[config.mk]
export PLATFORM = sky130hd
export DESIGN_NAME = sslp_port
export DESIGN_NICKNAME = d
export VERILOG_FILES = /design/src/sslp_pkg.sv /design/src/sslp_port.sv
export VERILOG_INCLUDE_DIRS = /design/src
export SDC_FILE = /design/constraint.sdc
export NUM_CORES = 1
export LEC_CHECK = 0
export ABC_AREA = 1
export CAP_MARGIN = 40
export CORE_UTILIZATION = 55
export CTS_BUF_LIST = sky130_fd_sc_hd__clkbuf_4
export DETAILED_ROUTE_END_ITERATION = 12
export DONT_BUFFER_PORTS = 1
export GPL_ROUTABILITY_DRIVEN = 0
export PLACE_DENSITY = 0.7
export SYNTH_ARGS = -nofsm -noshare
export SYNTH_HDL_FRONTEND = slang
export SYNTH_SLANG_ARGS = --single-unit
[constraint.sdc]
create_clock -name mclk_in -period 1.45 [get_ports mclk_in]
set_clock_uncertainty 0.15 [all_clocks]
set_input_delay 0.29 -clock mclk_in [delete_from_list [all_inputs] [get_ports mclk_in]]
set_output_delay 0.29 -clock mclk_in [all_outputs]
set_load 0.02 [all_outputs]
[src/sslp_cfg.svh]
// Constants for the synthesizer serial load port
`ifndef SSLP_CFG_SVH
`define SSLP_CFG_SVH
// ----------------------------------------
// Shift word and latch select
// ----------------------------------------
`define SSLP_WORD_W 24
`define SSLP_SEL_LSB 0
`define SSLP_SEL_W 2
`define SSLP_NUM_LATCH 4
`define SSLP_LATCH_IF_REF 2'h0
`define SSLP_LATCH_IF_FB 2'h1
`define SSLP_LATCH_RF_REF 2'h2
`define SSLP_LATCH_RF_FB 2'h3
`define SSLP_WORD_RST 24'h000000
// ----------------------------------------
// Output select fields, held in the IF reference latch
// ----------------------------------------
`define SSLP_OBS_SEL_MSB 23
`define SSLP_OBS_SEL_LSB 22
`define SSLP_LOCK_SRC_BIT 21
`define SSLP_FAST_SEL_MSB 20
`define SSLP_FAST_SEL_LSB 19
// ----------------------------------------
// Lock detect thresholds and counts
// ----------------------------------------
`define SSLP_ERR_W 8
`define SSLP_LOCK_SET_NS 8'h0F
`define SSLP_LOCK_CLR_NS 8'h19
`define SSLP_LOCK_CYCLES 2'h3
`endif

[src/sslp_pkg.sv]
// Types for the synthesizer serial load port
package sslp_pkg;
   typedef logic [23:0] sslp_word_t;
   typedef enum logic [1:0] {SSLP_OBS_LOCK, SSLP_OBS_RF_DIV, SSLP_OBS_IF_DIV, SSLP_OBS_REF_DIV} sslp_obs_e;
   typedef enum logic [1:0] {SSLP_FAST_MODE, SSLP_FAST_RF_N, SSLP_FAST_RF_R, SSLP_FAST_IF_R} sslp_fast_e;
endpackage

[src/sslp_port.sv]
// Serial load port: shift register, four latches, lock detect and output muxes
`timescale 1ns/1ps
`include "sslp_cfg.svh"
// Behaviour
// - Shift data in on each serial clock rise
// - Most significant bit first; last is bit0
// - Two lowest bits select the latch
// - Strobe rise copies word into selected latch
// - Observation output shows one selected signal
// - Fast-settle output muxes dividers and fast mode
// - Code 0 IF reference, 1 IF feedback
// - Lock after three good cycles, drop on error above the clear threshold
module sslp_port (
   // Clock and reset
   input wire logic mclk_in,
   input wire logic sys_rst_in,
   // Serial pins from the host
   input wire logic ser_clk_in,
   input wire logic ser_data_in,
   input wire logic load_strobe_in,
   // Internal divider and control signals
   input wire logic rf_ndiv_in,
   input wire logic rf_rdiv_in,
   input wire logic if_ndiv_in,
   input wire logic if_rdiv_in,
   input wire logic ref_div_in,
   input wire logic fast_mode_in,
   // Phase detector results, one pulse per detector cycle
   input wire logic rf_pd_strobe_in,
   input wire logic [`SSLP_ERR_W-1:0] rf_pd_err_in,
   input wire logic if_pd_strobe_in,
   input wire logic [`SSLP_ERR_W-1:0] if_pd_err_in,
   // Latch contents
   output sslp_pkg::sslp_word_t if_ref_latch_out,
   output sslp_pkg::sslp_word_t if_fb_latch_out,
   output sslp_pkg::sslp_word_t rf_ref_latch_out,
   output sslp_pkg::sslp_word_t rf_fb_latch_out,
   // Observation pins
   output logic rf_lock_out,
   output logic if_lock_out,
   output logic observe_output_out,
   output logic fast_settle_output_out
);
   import sslp_pkg::*;

   // ----------------------------------------
   // Pin synchronisers
   // ----------------------------------------
   // Data is delayed as far as the clock so a rise samples the bit it framed
   logic [2:0] sclk_q, sclk_d;
   logic [1:0] sdat_q, sdat_d;
   logic [2:0] le_q, le_d;
   logic sclk_rise, le_rise;

   always_comb begin
      sclk_d = {sclk_q[1:0], ser_clk_in};
      sdat_d = {sdat_q[0], ser_data_in};
      le_d = {le_q[1:0], load_strobe_in};
   end

   always_ff @(posedge mclk_in) begin
      if (sys_rst_in) begin
         sclk_q <= 3'h0;
         sdat_q <= 2'h0;
         le_q <= 3'h0;
      end else begin
         sclk_q <= sclk_d;
         sdat_q <= sdat_d;
         le_q <= le_d;
      end
   end

   assign sclk_rise = sclk_q[1] & ~sclk_q[2];
   assign le_rise = le_q[1] & ~le_q[2];

   // ----------------------------------------
   // Shift register and latches
   // ----------------------------------------
   sslp_word_t shift_q, shift_d;
   sslp_word_t latch_q [`SSLP_NUM_LATCH];
   sslp_word_t latch_d [`SSLP_NUM_LATCH];
   logic [`SSLP_SEL_W-1:0] sel;

   // The select bits are the last two shifted in
   assign sel = shift_q[`SSLP_SEL_LSB +: `SSLP_SEL_W];

   always_comb begin
      shift_d = shift_q;
      if (sclk_rise) begin
         shift_d = {shift_q[`SSLP_WORD_W-2:0], sdat_q[1]};
      end
      for (int i = 0; i < `SSLP_NUM_LATCH; i++) begin
         latch_d[i] = latch_q[i];
         if (le_rise && (sel == i[`SSLP_SEL_W-1:0])) begin
            latch_d[i] = shift_q;
         end
      end
   end

   always_ff @(posedge mclk_in) begin
      if (sys_rst_in) begin
         shift_q <= `SSLP_WORD_RST;
         for (int i = 0; i < `SSLP_NUM_LATCH; i++) begin
            latch_q[i] <= `SSLP_WORD_RST;
         end
      end else begin
         shift_q <= shift_d;
         for (int i = 0; i < `SSLP_NUM_LATCH; i++) begin
            latch_q[i] <= latch_d[i];
         end
      end
   end

   assign if_ref_latch_out = latch_q[`SSLP_LATCH_IF_REF];
   assign if_fb_latch_out = latch_q[`SSLP_LATCH_IF_FB];
   assign rf_ref_latch_out = latch_q[`SSLP_LATCH_RF_REF];
   assign rf_fb_latch_out = latch_q[`SSLP_LATCH_RF_FB];

   // ----------------------------------------
   // Digital lock detect, index 0 RF and 1 IF
   // ----------------------------------------
   logic [1:0] pd_stb;
   logic [`SSLP_ERR_W-1:0] pd_err [2];
   logic [1:0] good_cnt_q [2];
   logic [1:0] good_cnt_d [2];
   logic [1:0] lock_q, lock_d;

   assign pd_stb = {if_pd_strobe_in, rf_pd_strobe_in};
   assign pd_err[0] = rf_pd_err_in;
   assign pd_err[1] = if_pd_err_in;

   always_comb begin
      for (int i = 0; i < 2; i++) begin
         good_cnt_d[i] = good_cnt_q[i];
         lock_d[i] = lock_q[i];
         if (pd_stb[i]) begin
            if (pd_err[i] < `SSLP_LOCK_SET_NS) begin
               if (good_cnt_q[i] != `SSLP_LOCK_CYCLES) begin
                  good_cnt_d[i] = good_cnt_q[i] + 2'h1;
               end
            end else begin
               good_cnt_d[i] = 2'h0;
            end
            if (pd_err[i] > `SSLP_LOCK_CLR_NS) begin
               lock_d[i] = 1'b0;
            end else if (good_cnt_d[i] == `SSLP_LOCK_CYCLES) begin
               lock_d[i] = 1'b1;
            end
         end
      end
   end

   always_ff @(posedge mclk_in) begin
      if (sys_rst_in) begin
         good_cnt_q[0] <= 2'h0;
         good_cnt_q[1] <= 2'h0;
         lock_q <= 2'h0;
      end else begin
         good_cnt_q <= good_cnt_d;
         lock_q <= lock_d;
      end
   end

   assign rf_lock_out = lock_q[0];
   assign if_lock_out = lock_q[1];

   // ----------------------------------------
   // Observation and fast-settle multiplexers
   // ----------------------------------------
   // Outputs are registered, so each lags its source by one cycle
   sslp_obs_e obs_sel;
   sslp_fast_e fast_sel;
   logic obs_q, obs_d, fast_q, fast_d;

   assign obs_sel = sslp_obs_e'(latch_q[`SSLP_LATCH_IF_REF][`SSLP_OBS_SEL_MSB:`SSLP_OBS_SEL_LSB]);
   assign fast_sel = sslp_fast_e'(latch_q[`SSLP_LATCH_IF_REF][`SSLP_FAST_SEL_MSB:`SSLP_FAST_SEL_LSB]);

   always_comb begin
      case (obs_sel)
         SSLP_OBS_LOCK: obs_d = latch_q[`SSLP_LATCH_IF_REF][`SSLP_LOCK_SRC_BIT] ? lock_q[1] : lock_q[0];
         SSLP_OBS_RF_DIV: obs_d = rf_ndiv_in;
         SSLP_OBS_IF_DIV: obs_d = if_ndiv_in;
         SSLP_OBS_REF_DIV: obs_d = ref_div_in;
         default: obs_d = 1'b0;
      endcase
      case (fast_sel)
         SSLP_FAST_MODE: fast_d = fast_mode_in;
         SSLP_FAST_RF_N: fast_d = rf_ndiv_in;
         SSLP_FAST_RF_R: fast_d = rf_rdiv_in;
         SSLP_FAST_IF_R: fast_d = if_rdiv_in;
         default: fast_d = 1'b0;
      endcase
   end

   always_ff @(posedge mclk_in) begin
      if (sys_rst_in) begin
         obs_q <= 1'b0;
         fast_q <= 1'b0;
      end else begin
         obs_q <= obs_d;
         fast_q <= fast_d;
      end
   end

   assign observe_output_out = obs_q;
   assign fast_settle_output_out = fast_q;
endmodule // sslp_port

Yosys cells after proc, flatten, opt, wreduce, memory -nomap -nowiden
Memory sizes are Yosys's and may differ from the RTL's.
Cells that the tools add are included.
Widths: inputs -> output; s select.
{"block": "classes", "n_eq_ne": 17, "order_cmp": 4, "muxes": 24, "add_sub_neg": 2, "bitwise_logic": 8, "n_reduce_logical": 15}
{"op": "$mux 24", "count": 8}
{"op": "$eq 2x2->1 const B", "count": 8}
{"op": "$gt 8x5->1 const B", "count": 2}
{"op": "$lt 8x4->1 const B", "count": 2}
{"op": "$mux 2", "count": 6}
{"op": "$reduce_and 2->1", "count": 6}
{"op": "$mux 1", "count": 8}
{"op": "$pmux 1 s4", "count": 2}
{"op": "$eq 2x1->1 const B", "count": 3}
{"op": "$logic_not 2->1", "count": 3}
{"op": "$add 2x1->2 const B", "count": 2}
{"op": "$logic_and 1x1->1", "count": 4}
{"op": "$ne 1x1->1 const B", "count": 4}
{"op": "$ne 2x2->1 const B", "count": 2}
{"op": "$or 1x1->1", "count": 4}
{"op": "$reduce_bool 2->1", "count": 2}
{"op": "$and 1x1->1", "count": 2}
{"op": "$not 1->1", "count": 2}
{"block": "word_totals", "mem_bits_rw": 96, "memories": 1, "out_inout_bits": 100, "regBits": 40}
{"memory": "latch_q", "words": 4, "width": 24, "rd": 4, "rd_clocked_by_memory_dff": 0, "write_ports": 4, "line": "sslp_port.sv:80", "text": "sslp_word_t latch_q [`SSLP_NUM_LATCH];"}

Depth between registers and ports, before layout
Gate-level depths: netlist of the first run.
{"block": "logic_depth", "word_depth": 7, "depth_mapped": 7, "mapped_depth_nobuf": 7}

Least setup slack after synthesis of the first run
OpenSTA, ideal clock, no wires.
{"block": "synth_path", "path_type": "register -> register", "startpoint": "reg le_q[2]", "endpoint": "mem latch_q[0][27] (netlist name)", "n_path_buf": 1, "t_required_ns": 1.184, "arrival_time_ns": 0.960, "path_stages_with_launch": 6, "setup_slack_ns": 0.225, "cell_sequence": "dfxtp_1 nor2_8 nand3_2 clkbuf_2 o21ai_0 nor2_1"}
{"item": "from (decl)", "line": "sslp_port.sv:52", "text": "logic [2:0] le_q, le_d;"}
{"item": "from (signal assigned)", "line": "sslp_port.sv:69", "text": "le_q <= le_d;"}
{"item": "to (decl)", "line": "sslp_port.sv:80"}

==> results of run 1 <==
Yosys cell counts:
library cell  instances
nor2_1              245
dfxtp_1             136
o21ai_0             116
nand2_1              33
inv_1                26
a21oi_1              15
buf_2                12
buf_6                 8
clkbuf_2              8
inv_2                 5
clkbuf_1              4
nand3_1               3
nand3_2               3
buf_4                 2
clkinv_2              2
or2_2                 2
a211oi_1              1
buf_1                 1
inv_4                 1
nand3_4               1
nand4_1               1
nor2_4                1
nor2_8                1
o211ai_1              1
registers in the layout, summed over array words and instances, names as in the netlist:
register and flops:
good_cnt_q 4, observe_output_out 1, lock_q 2, sdat_q 2
le_q 3, shift_q 24, latch_q 96, fast_settle_output_out 1
sclk_q 3
worst paths after layout:
path,slack [ns],endpoint,cells after the start
setup / recovery,0.04,if_ref_latch_out[21],1
hold / removal,0.03,lock_q[0],7
setup reg to reg,0.09,latch_q[0][80],5
hold reg to reg,0.27,le_q[1],2
layout make-up:
class                           instances  area [µm²]  share of cell area
Sequential cell                       136        2830               0.496
Multi-Input combinational cell        423        1830               0.320
Timing Repair Buffer                   44         465              0.0815
Clock inverter                         13         178              0.0311
Inverter                               34         139              0.0243
Clock buffer                           18         135              0.0237
Tap cell                              108         135              0.0237
routing by layer:
layer,track usage,share of wire
met5,0,0
met1,0.292,0.40
met4,0.0895,0.016
met2,0.466,0.49
met3,0.0994,0.092
layout by cell type, fill, tap and decap left out, types with 3 or more instances in the layout:
cell type	netlist	final
nand3_2	3	3
o21ai_0	116	113
a21oi_1	15	15
nand2_1	33	33
clkinvlp_4	0	3
buf_12	0	4
clkbuf_4	0	18
dfxtp_1	136	47
dlygate4sd3_1	0	29
buf_4	2	8
dfxtp_2	0	89
inv_1	26	26
nor2_1	245	245
inv_2	5	4
o21ai_1	0	3
nand3_1	3	3
bufinv_16	0	4
clkinv_2	2	3
power by group:
| part | leakage (nW) | internal (mW) | switching [mW] |
|---|---|---|---|
| Clock | 0.160 | 1.37 | 1.33 |
| Combinational | 0.998 | 0.176 | 0.233 |
| Sequential | 1.15 | 3.84 | 0.163 |
metrics by stage:
step | instances | hold WS [ns]
after floorplan | 628 | 0.231
after global placement | 714 | 0.211
after detailed placement | 714 | 0.214
after CTS | 777 | 0.206
after global routing | 776 | 0.0866
final | 776 | 0.0300
timing repair:
item,in CTS,in global routing
endpoints found under the setup margin,12,180
hold buffers,31,0
pin swaps,0,1
setup buffers,1,0
gates resized for setup,12,86
hold endpoints to repair,55,0
cells by family after synthesis:
| kind of cell | after synthesis | share of synthesized area |
|---|---|---|
| flip-flops | 136 | 0.555 |
| AO/OA/AOI/OAI | 133 | 0.137 |
| buffers and inverters | 69 | 0.0727 |
| AND/OR/NAND/NOR | 290 | 0.236 |
==> results.tsv, run 1 <==
stage	metric	value	unit
sta	TNS Setup	0	ns
die	Core Rows	34	
layout	ratio of cells with drive above 1 in the final layout	0.222	
clock_tree	Reg clk slew, reported paths	0.11	ns
clock_tree	CTS max path bufs	2	
pwr	Leak	2.30	nW
sta	unrepaired setup endpoints after global routing	yes	
layout	Final Util	0.658	
sta	Least-Margin Pin Slew	0.553	ns
synth	Area contributors post-synth	dfxtp_1 (55%), nor2_1 (19%), o21ai_0 (12%)	
placement	Post-Place Cell Area	4960	µm²
clock_tree	CTS tree	built	
sta	worst setup margin	0.0410	ns
placement	sum of net half-perimeters after detailed placement	7390	µm
die	core area	8680	µm²
grt	vias in the first global route	3863	
setup_path	crit-path max cell delay	0.36	ns
die	Initial Util	0.565	
setup_path	Setup CP Type	reg2out	
layout	Final nets	685	
placement	dpl ws	-0.0441	ns
layout	layout filler cell count	735	
setup_path	Worst EP arrival	0.97	ns
sta	minimum clock period	1.41	ns
die	die height	96.4	µm
clock_tree	sinks on the clock net	136	
setup_path	crit-path max FO	2	
pwr	Tot Pwr	7.11	mW
sta	fin. max-slew vios	0	
run	max_cap viols	0	
routing	Total Wirelength	12000	µm
routing	vias post-DR	4110	
layout	fin area	5710	µm²
setup_path	critical path required time	1.01	ns
run_status	outcome	completed	
routing	DR pass1 iterations	4	
routing	post-DR vias/cell	5.30	
pwr	Pwr Density	1250	nW/µm²
sta	Slew Limit Headroom	0.632	
setup_path	Worst Setup SP	latch_q[0][21]	
sta	# setup viols final	0	
layout	Syn-to-layout area delta	16.4	%
placement	number of port buffers	0	
synth	Mean Syn Cell Area	7.81	µm²
setup_path	Critical R2R Launch	le_q[2]	
clock_tree	Num CTS Buffers	17	
pwr	Max VDD drop	0.774	mV
synth	yosys warns	0	
synth	Yosys top cell area share	0.555	
grt	pin count of the biggest net entering global routing	73	
sta	period utilization	0.972	
setup_path	CP startpoint kind	flip-flop	
routing	initial DRC count	199	
clock_tree	worst skew pair latency	0.50	ns
synth	number of distinct library cells after synthesis	24	
layout	ant diodes	0	
die	# IOs	129	
grt	first-pass GRT wire length	18400	µm
synth	Yosys top cell by area	dfxtp_1	
setup_path	Worst Path Buf+Inv	1	
routing	DRC Markers	0	
sta	Fin. Hold Viols	0	
synth	syn nets	657	
routing	DR WL/cell	15.5	µm
routing	Routed Antenna Nets	0	
setup_path	Worst path slowest cell	dfxtp_2	
grt	GRT Resource Usage Total	0.264	
hold_path	Min-Delay Path Class	in2reg	
die	die area	9300	µm²
setup_path	Worst Setup End Kind	output port	
clock_tree	htree depth	4	
synth	#FFs+latches synth	136	
die	die width	96.4	µm
sta	FMAX	0.710	GHz
setup_path	cell breakdown of the critical path	buf_6	
synth	sequential fraction of the synthesis area	0.555	
setup_path	Top Family by Delay on Critical Path	flip-flops	
clock_tree	Root Buffer	clkbuf_4	
hold_path	Hold Startpoint	rf_pd_err_in[7]	
grt	grt ovf	0	
grt	initial antenna violation count	0	
synth	synthesized instance count	628	
synth	synthesized cell area	4910	µm²
Note: power is estimated with default switching activity, not from simulation.
==> inputs of run 2 (changes only) <==
- clock period: 1.45 -> 1.8 ns (I/O delays scaled with it)
==> results.tsv, run 2 (synthesis results as in run 1) <==
stage	metric	value	unit	change
run_status	outcome	completed		
clock_tree	CTS max path bufs	2		unchanged
die	die height	96.4	µm	unchanged
routing	DR WL/cell	15.2	µm	-1.8%
sta	Slew Limit Headroom	0.592		-0.0393
clock_tree	CTS tree	built		
setup_path	Worst Setup End Kind	flip-flop		
routing	vias post-DR	4047		-1.5%
pwr	Pwr Density	1020	nW/µm²	-18%
grt	grt ovf	0		unchanged
setup_path	end of the critical path	good_cnt_q[3]		
clock_tree	sinks on the clock net	136		unchanged
routing	Total Wirelength	11600	µm	-3.7%
layout	Syn-to-layout area delta	10.3	%	
die	Core Rows	34		unchanged
placement	number of port buffers	0		unchanged
routing	DR pass1 iterations	4		unchanged
sta	minimum clock period	1.78	ns	
layout	most frequent cells in the layout	nor2_1 (243), dfxtp_1 (136), o21ai_0 (116)		
setup_path	Critical R2R Launch	latch_q[0][22]		
clock_tree	Post-CTS Setup Inserts	0		-1
sta	FMAX	0.561	GHz	
hold_path	Min-Delay Path Class	in2reg		
sta	TNS Setup	0	ns	unchanged
clock_tree	Reg clk slew, reported paths	0.11	ns	about the same
clock_tree	htree depth	4		unchanged
grt	GRT Resource Usage Total	0.257		-0.00744
clock_tree	Num CTS Buffers	17		unchanged
grt	initial antenna violation count	0		unchanged
pwr	Leak	2.16	nW	-6.2%
sta	# setup viols final	0		unchanged
layout	ant diodes	0		unchanged
setup_path	critical path required time	2.09	ns	+1.08 ns
run	max_cap viols	0		unchanged
sta	unrepaired setup endpoints after global routing	no		
sta	Fin. Hold Viols	0		unchanged
layout	Non-Filler Instances	761		-1.9%
placement	# placed instances	708		-0.84%
layout	max reg flops	96		unchanged
setup_path	Setup CP Type	in2reg		
setup_path	crit-path max FO	3		+1
routing	DRC Markers	0		unchanged
die	Initial Util	0.565		unchanged
die	# IOs	129		unchanged
pwr	Tot Pwr	5.53	mW	-22%
setup_path	Worst Setup SP	rf_pd_err_in[5]		
grt	vias in the first global route	3845		-0.47%
sta	period utilization	0.990		
die	die area	9300	µm²	unchanged
setup_path	R2R Path End	observe_output_out		
routing	Routed Antenna Nets	0		unchanged
placement	sum of net half-perimeters after detailed placement	7150	µm	-3.2%
layout	Regs by FF count	latch_q: 96 flops, shift_q: 24 flops, good_cnt_q: 4 flops		
setup_path	CP startpoint kind	primary input		
clock_tree	Root Buffer	clkbuf_4		
layout	Largest Register	latch_q		
pwr	Max VDD drop	0.539	mV	-30%
setup_path	R2R depth	4		-1
sta	Least-Margin Pin Slew	0.609	ns	+0.0569 ns
layout	Final nets	670		-2.2%
setup_path	Worst EP arrival	2.07	ns	+1.10 ns
sta	fin. max-slew vios	0		unchanged
grt	first-pass GRT wire length	18100	µm	-2.1%
setup_path	Reg2Reg Setup Slack	0.09	ns	about the same
clock_tree	worst skew pair latency	0.50	ns	about the same
die	core area	8680	µm²	unchanged
die	die width	96.4	µm	unchanged
layout	ratio of cells with drive above 1 in the final layout	0.0812		-0.140
layout	most common cell after layout, fill and taps aside	nor2_1		
grt	pin count of the biggest net entering global routing	70		-4.1%
routing	post-DR vias/cell	5.32		+0.41%
routing	initial DRC count	157		-21%
## run 2: area by class of cell
type / instances / area, µm²
fill: 793 / 3270
timing repair buffer: 29 / 298
inverter: 34 / 133
clock buffer: 17 / 128
clock inverter: 14 / 158
tap: 108 / 135
sequential: 136 / 2720
multi-input combinational: 423 / 1840
## run 2: worst min-delay path by stage
stage / start / endpoint / slack, ns / depth (start not counted)
2_1_floorplan: le_q[0] / le_q[1] / 0.24 / 2
3_3_place_gp: sclk_q[0] / sclk_q[1] / 0.25 / 2
3_5_place_dp: sclk_q[0] / sclk_q[1] / 0.26 / 2
4_1_cts: if_pd_err_in[1] / lock_q[1] / 0.002 / 7
5_1_grt: rf_pd_err_in[4] / good_cnt_q[2] / 0.03 / 4
6_report: rf_pd_err_in[4] / good_cnt_q[2] / 0.02 / 4
## run 2: where the power goes
part | total (mW) | internal (mW) | switching [mW]
logic | 0.297 | 0.120 | 0.178
registers | 3.22 | 3.08 | 0.132
clock network | 2.01 | 0.942 | 1.07
total | 5.53 | 4.15 | 1.38
## run 2: worst max-delay path: stages
cell and delay [ns]:
dlygate4sd3_1 0.57, or2_2 0.32, nor2_4 0.11, dlygate4sd3_1 0.56, nand2_1 0.05, a21oi_1 0.10
## run 2: layer usage
layer  GRT usage  wire length (µm)  part of all wire
met5           0                 0                 0
met4      0.0956               205             0.018
met3      0.0986              1130             0.098
met2       0.438              5540              0.48
met1       0.291              4690              0.41
## run 2: through the flow
step | setup WS, ns | utilization | hold WS, ns | cell area (µm²)
2_1_floorplan | 0.572 | - | 0.238 | 4910
3_3_place_gp | 0.302 | 0.564 | 0.254 | 4890
3_5_place_dp | 0.236 | 0.564 | 0.261 | 4890
4_1_cts | 0.0179 | 0.623 | 0.00154 | 5410
5_1_grt | 0.00173 | 0.623 | 0.0259 | 5410
6_report | 0.0175 | 0.623 | 0.0205 | 5410
## run 2: timing repair
item	CTS	global route
hold endpoints to repair	20	0
setup endpoints to repair	0	4
gates resized for setup	0	3
hold buffers	23	0
==> inputs of run 3 (changes only) <==
--- a/config.mk
+++ b/config.mk
@@ -8,5 +8,4 @@
 export LEC_CHECK = 0
 export ABC_AREA = 1
-export CAP_MARGIN = 40
 export CORE_UTILIZATION = 55
 export CTS_BUF_LIST = sky130_fd_sc_hd__clkbuf_4
==> constraint.sdc (replaced) <==
create_clock -name mclk_in -period 1.8 [get_ports mclk_in]
set_clock_uncertainty 0.15 [all_clocks]
set_input_delay 0.27 -clock mclk_in [delete_from_list [all_inputs] [get_ports mclk_in]]
set_output_delay 0.27 -clock mclk_in [all_outputs]
set_load 0.02 [all_outputs]
==> results.tsv, run 3 (synthesis results as in run 1) <==
stage	metric	value	unit	change
run_status	outcome	completed		
routing	initial DRC count	167		+6.4%
layout	Largest Register	latch_q		
clock_tree	Num CTS Buffers	17		unchanged
sta	FMAX	0.568	GHz	+1.2%
routing	post-DR vias/cell	5.25		-1.3%
sta	unrepaired setup endpoints after global routing	no		
clock_tree	htree depth	4		unchanged
placement	sum of net half-perimeters after detailed placement	7190	µm	+0.51%
placement	number of port buffers	0		unchanged
pwr	power share of the combinational group	0.057		+0.003
die	# IOs	129		unchanged
layout	Regs by FF count	latch_q: 96 flops, shift_q: 24 flops, good_cnt_q: 4 flops		
routing	Total Wirelength	11600	µm	+0.41%
clock_tree	worst skew pair latency	0.50	ns	about the same
grt	pin count of the biggest net entering global routing	70		unchanged
pwr	Pint	3.92	mW	-5.5%
grt	initial antenna violation count	0		unchanged
layout	most frequent cells in the layout	nor2_1 (244), dfxtp_1 (135), o21ai_0 (116)		
setup_path	Worst Setup End Kind	flip-flop		
routing	Routed Antenna Nets	0		unchanged
layout	Syn-to-layout area delta	10.8	%	
layout	ratio of cells with drive above 1 in the final layout	0.0847		+0.00356
sta	# setup viols final	0		unchanged
clock_tree	CTS tree	built		
routing	vias post-DR	4038		-0.22%
setup_path	critical path required time	2.09	ns	about the same
routing	DRC Markers	0		unchanged
layout	layout filler cell count	833		+5.0%
setup_path	Critical R2R Launch	latch_q[0][22]		
sta	Fin. Hold Viols	0		unchanged
clock_tree	Post-CTS Setup Inserts	0		unchanged
layout	ant diodes	0		unchanged
sta	Least-Margin Pin Slew	0.683	ns	+0.0736 ns
routing	DR pass1 iterations	4		unchanged
pwr	Leak	2.17	nW	+0.49%
setup_path	crit-path max FO	2		-1
clock_tree	Reg clk slew, reported paths	0.12	ns	about the same
run	max_cap viols	0		unchanged
setup_path	Worst EP arrival	2.05	ns	-0.02 ns
die	core area	8680	µm²	unchanged
grt	vias in the first global route	3872		+0.70%
layout	fin area	5440	µm²	+0.46%
setup_path	CP startpoint kind	primary input		
die	die area	9300	µm²	unchanged
pwr	switching pwr	1.43	mW	+3.2%
pwr	Max VDD drop	0.556	mV	+3.2%
pwr	Tot Pwr	5.34	mW	-3.3%
die	Core Rows	34		unchanged
setup_path	Worst Setup SP	rf_pd_err_in[5]		
sta	period utilization	0.978		-0.0120
grt	GRT Resource Usage Total	0.262		+0.00501
grt	grt ovf	0		unchanged
sta	fin. max-slew vios	0		unchanged
die	die height	96.4	µm	unchanged
layout	max reg flops	96		unchanged
clock_tree	sinks on the clock net	136		unchanged
sta	Slew Limit Headroom	0.543		-0.0492
routing	DR WL/cell	15.1	µm	-0.63%
placement	Post-Place Cell Area	4880	µm²	-0.26%
clock_tree	CTS max path bufs	2		unchanged
layout	most common cell after layout, fill and taps aside	nor2_1		
pwr	part of the power in registers	0.602		+0.020
setup_path	Setup CP Type	in2reg		
pwr	Pwr Density	983	nW/µm²	-3.8%
layout	Final nets	677		+1.0%
die	die width	96.4	µm	unchanged
sta	minimum clock period	1.76	ns	-0.0215 ns
pwr	sw frac	0.267		+0.0168
clock_tree	Root Buffer	clkbuf_4		
pwr	clock share of power	0.341		-0.023
grt	first-pass GRT wire length	18200	µm	+0.95%
die	Initial Util	0.565		unchanged
sta	TNS Setup	0	ns	unchanged
hold_path	Min-Delay Path Class	reg2reg		
hold_path	Hold Startpoint	sclk_q[0]		
-- run 3: cell types whose count changed in the layout (fill, tap and decap cells not counted), sizes merged --
cell | previous run | this run
bufinv | 3 | 1
dlygate4sd3 | 22 | 29
clkbuf | 17 | 18
clkinv | 10 | 8
clkinvlp | 2 | 3
inv | 33 | 36
-- run 3: area by class of cell --
class | instances | area (µm²) | area share
clock buffer | 18 | 135 | 0.0249
sequential | 136 | 2720 | 0.501
inverter | 34 | 133 | 0.0244
timing repair buffer | 36 | 355 | 0.0654
multi-input combinational | 423 | 1830 | 0.337
clock inverter | 14 | 124 | 0.0228
tap | 108 | 135 | 0.0249
-- run 3: metrics by stage --
step	hold WS (ns)	std cells	util	worst slack [ns]
final	0.273	769	0.626	0.0391
after floorplan	0.211	628	-	0.575
after global routing	0.229	769	0.626	0.00674
after global placement	0.192	708	0.563	0.304
after CTS	0.211	769	0.626	0.0937
after detailed placement	0.194	708	0.563	0.246
-- run 3: metal layers --
| layer | GRT usage | up-vias | part of all wire |
|---|---|---|---|
| li1 | - | 2032 | - |
| met1 | 0.306 | 1853 | 0.42 |
| met2 | 0.440 | 135 | 0.48 |
| met3 | 0.0931 | 18 | 0.084 |
| met4 | 0.0993 | 0 | 0.015 |
| met5 | 0 | - | 0 |
-- run 3: repair_timing --
action,4_1_cts,5_1_grt
hold buffers,29,0
resized for setup,0,2
setup endpoints to repair,0,3
endpoints found under the hold margin,89,0
-- run 3: final timing paths --
kind	cells after the start	slack (ns)	to
max reg2reg	4	0.05	observe_output_out
max	8	0.04	lock_q[0]
min reg2reg	2	0.27	sclk_q[1]
min	2	0.27	sclk_q[1]
-- run 3: power by group through the flow --
stage          sequential, mW  clock (mW)  combinational [mW]
5_1_grt                  3.23        1.99               0.352
3_3_place_gp             3.28           0               0.237
6_report                 3.22        1.82               0.305
4_1_cts                  3.22        1.87               0.301
3_5_place_dp             3.28           0               0.247
2_1_floorplan            3.25           0               0.220
-- run 3: critical path, cell delays in order --
cell,delay [ns]
dlygate4sd3_1,0.56
or2_2,0.29
nor2_2,0.12
dlygate4sd3_1,0.58
nand3_1,0.07
nand2_1,0.06
inv_1,0.04
nor2_1,0.06
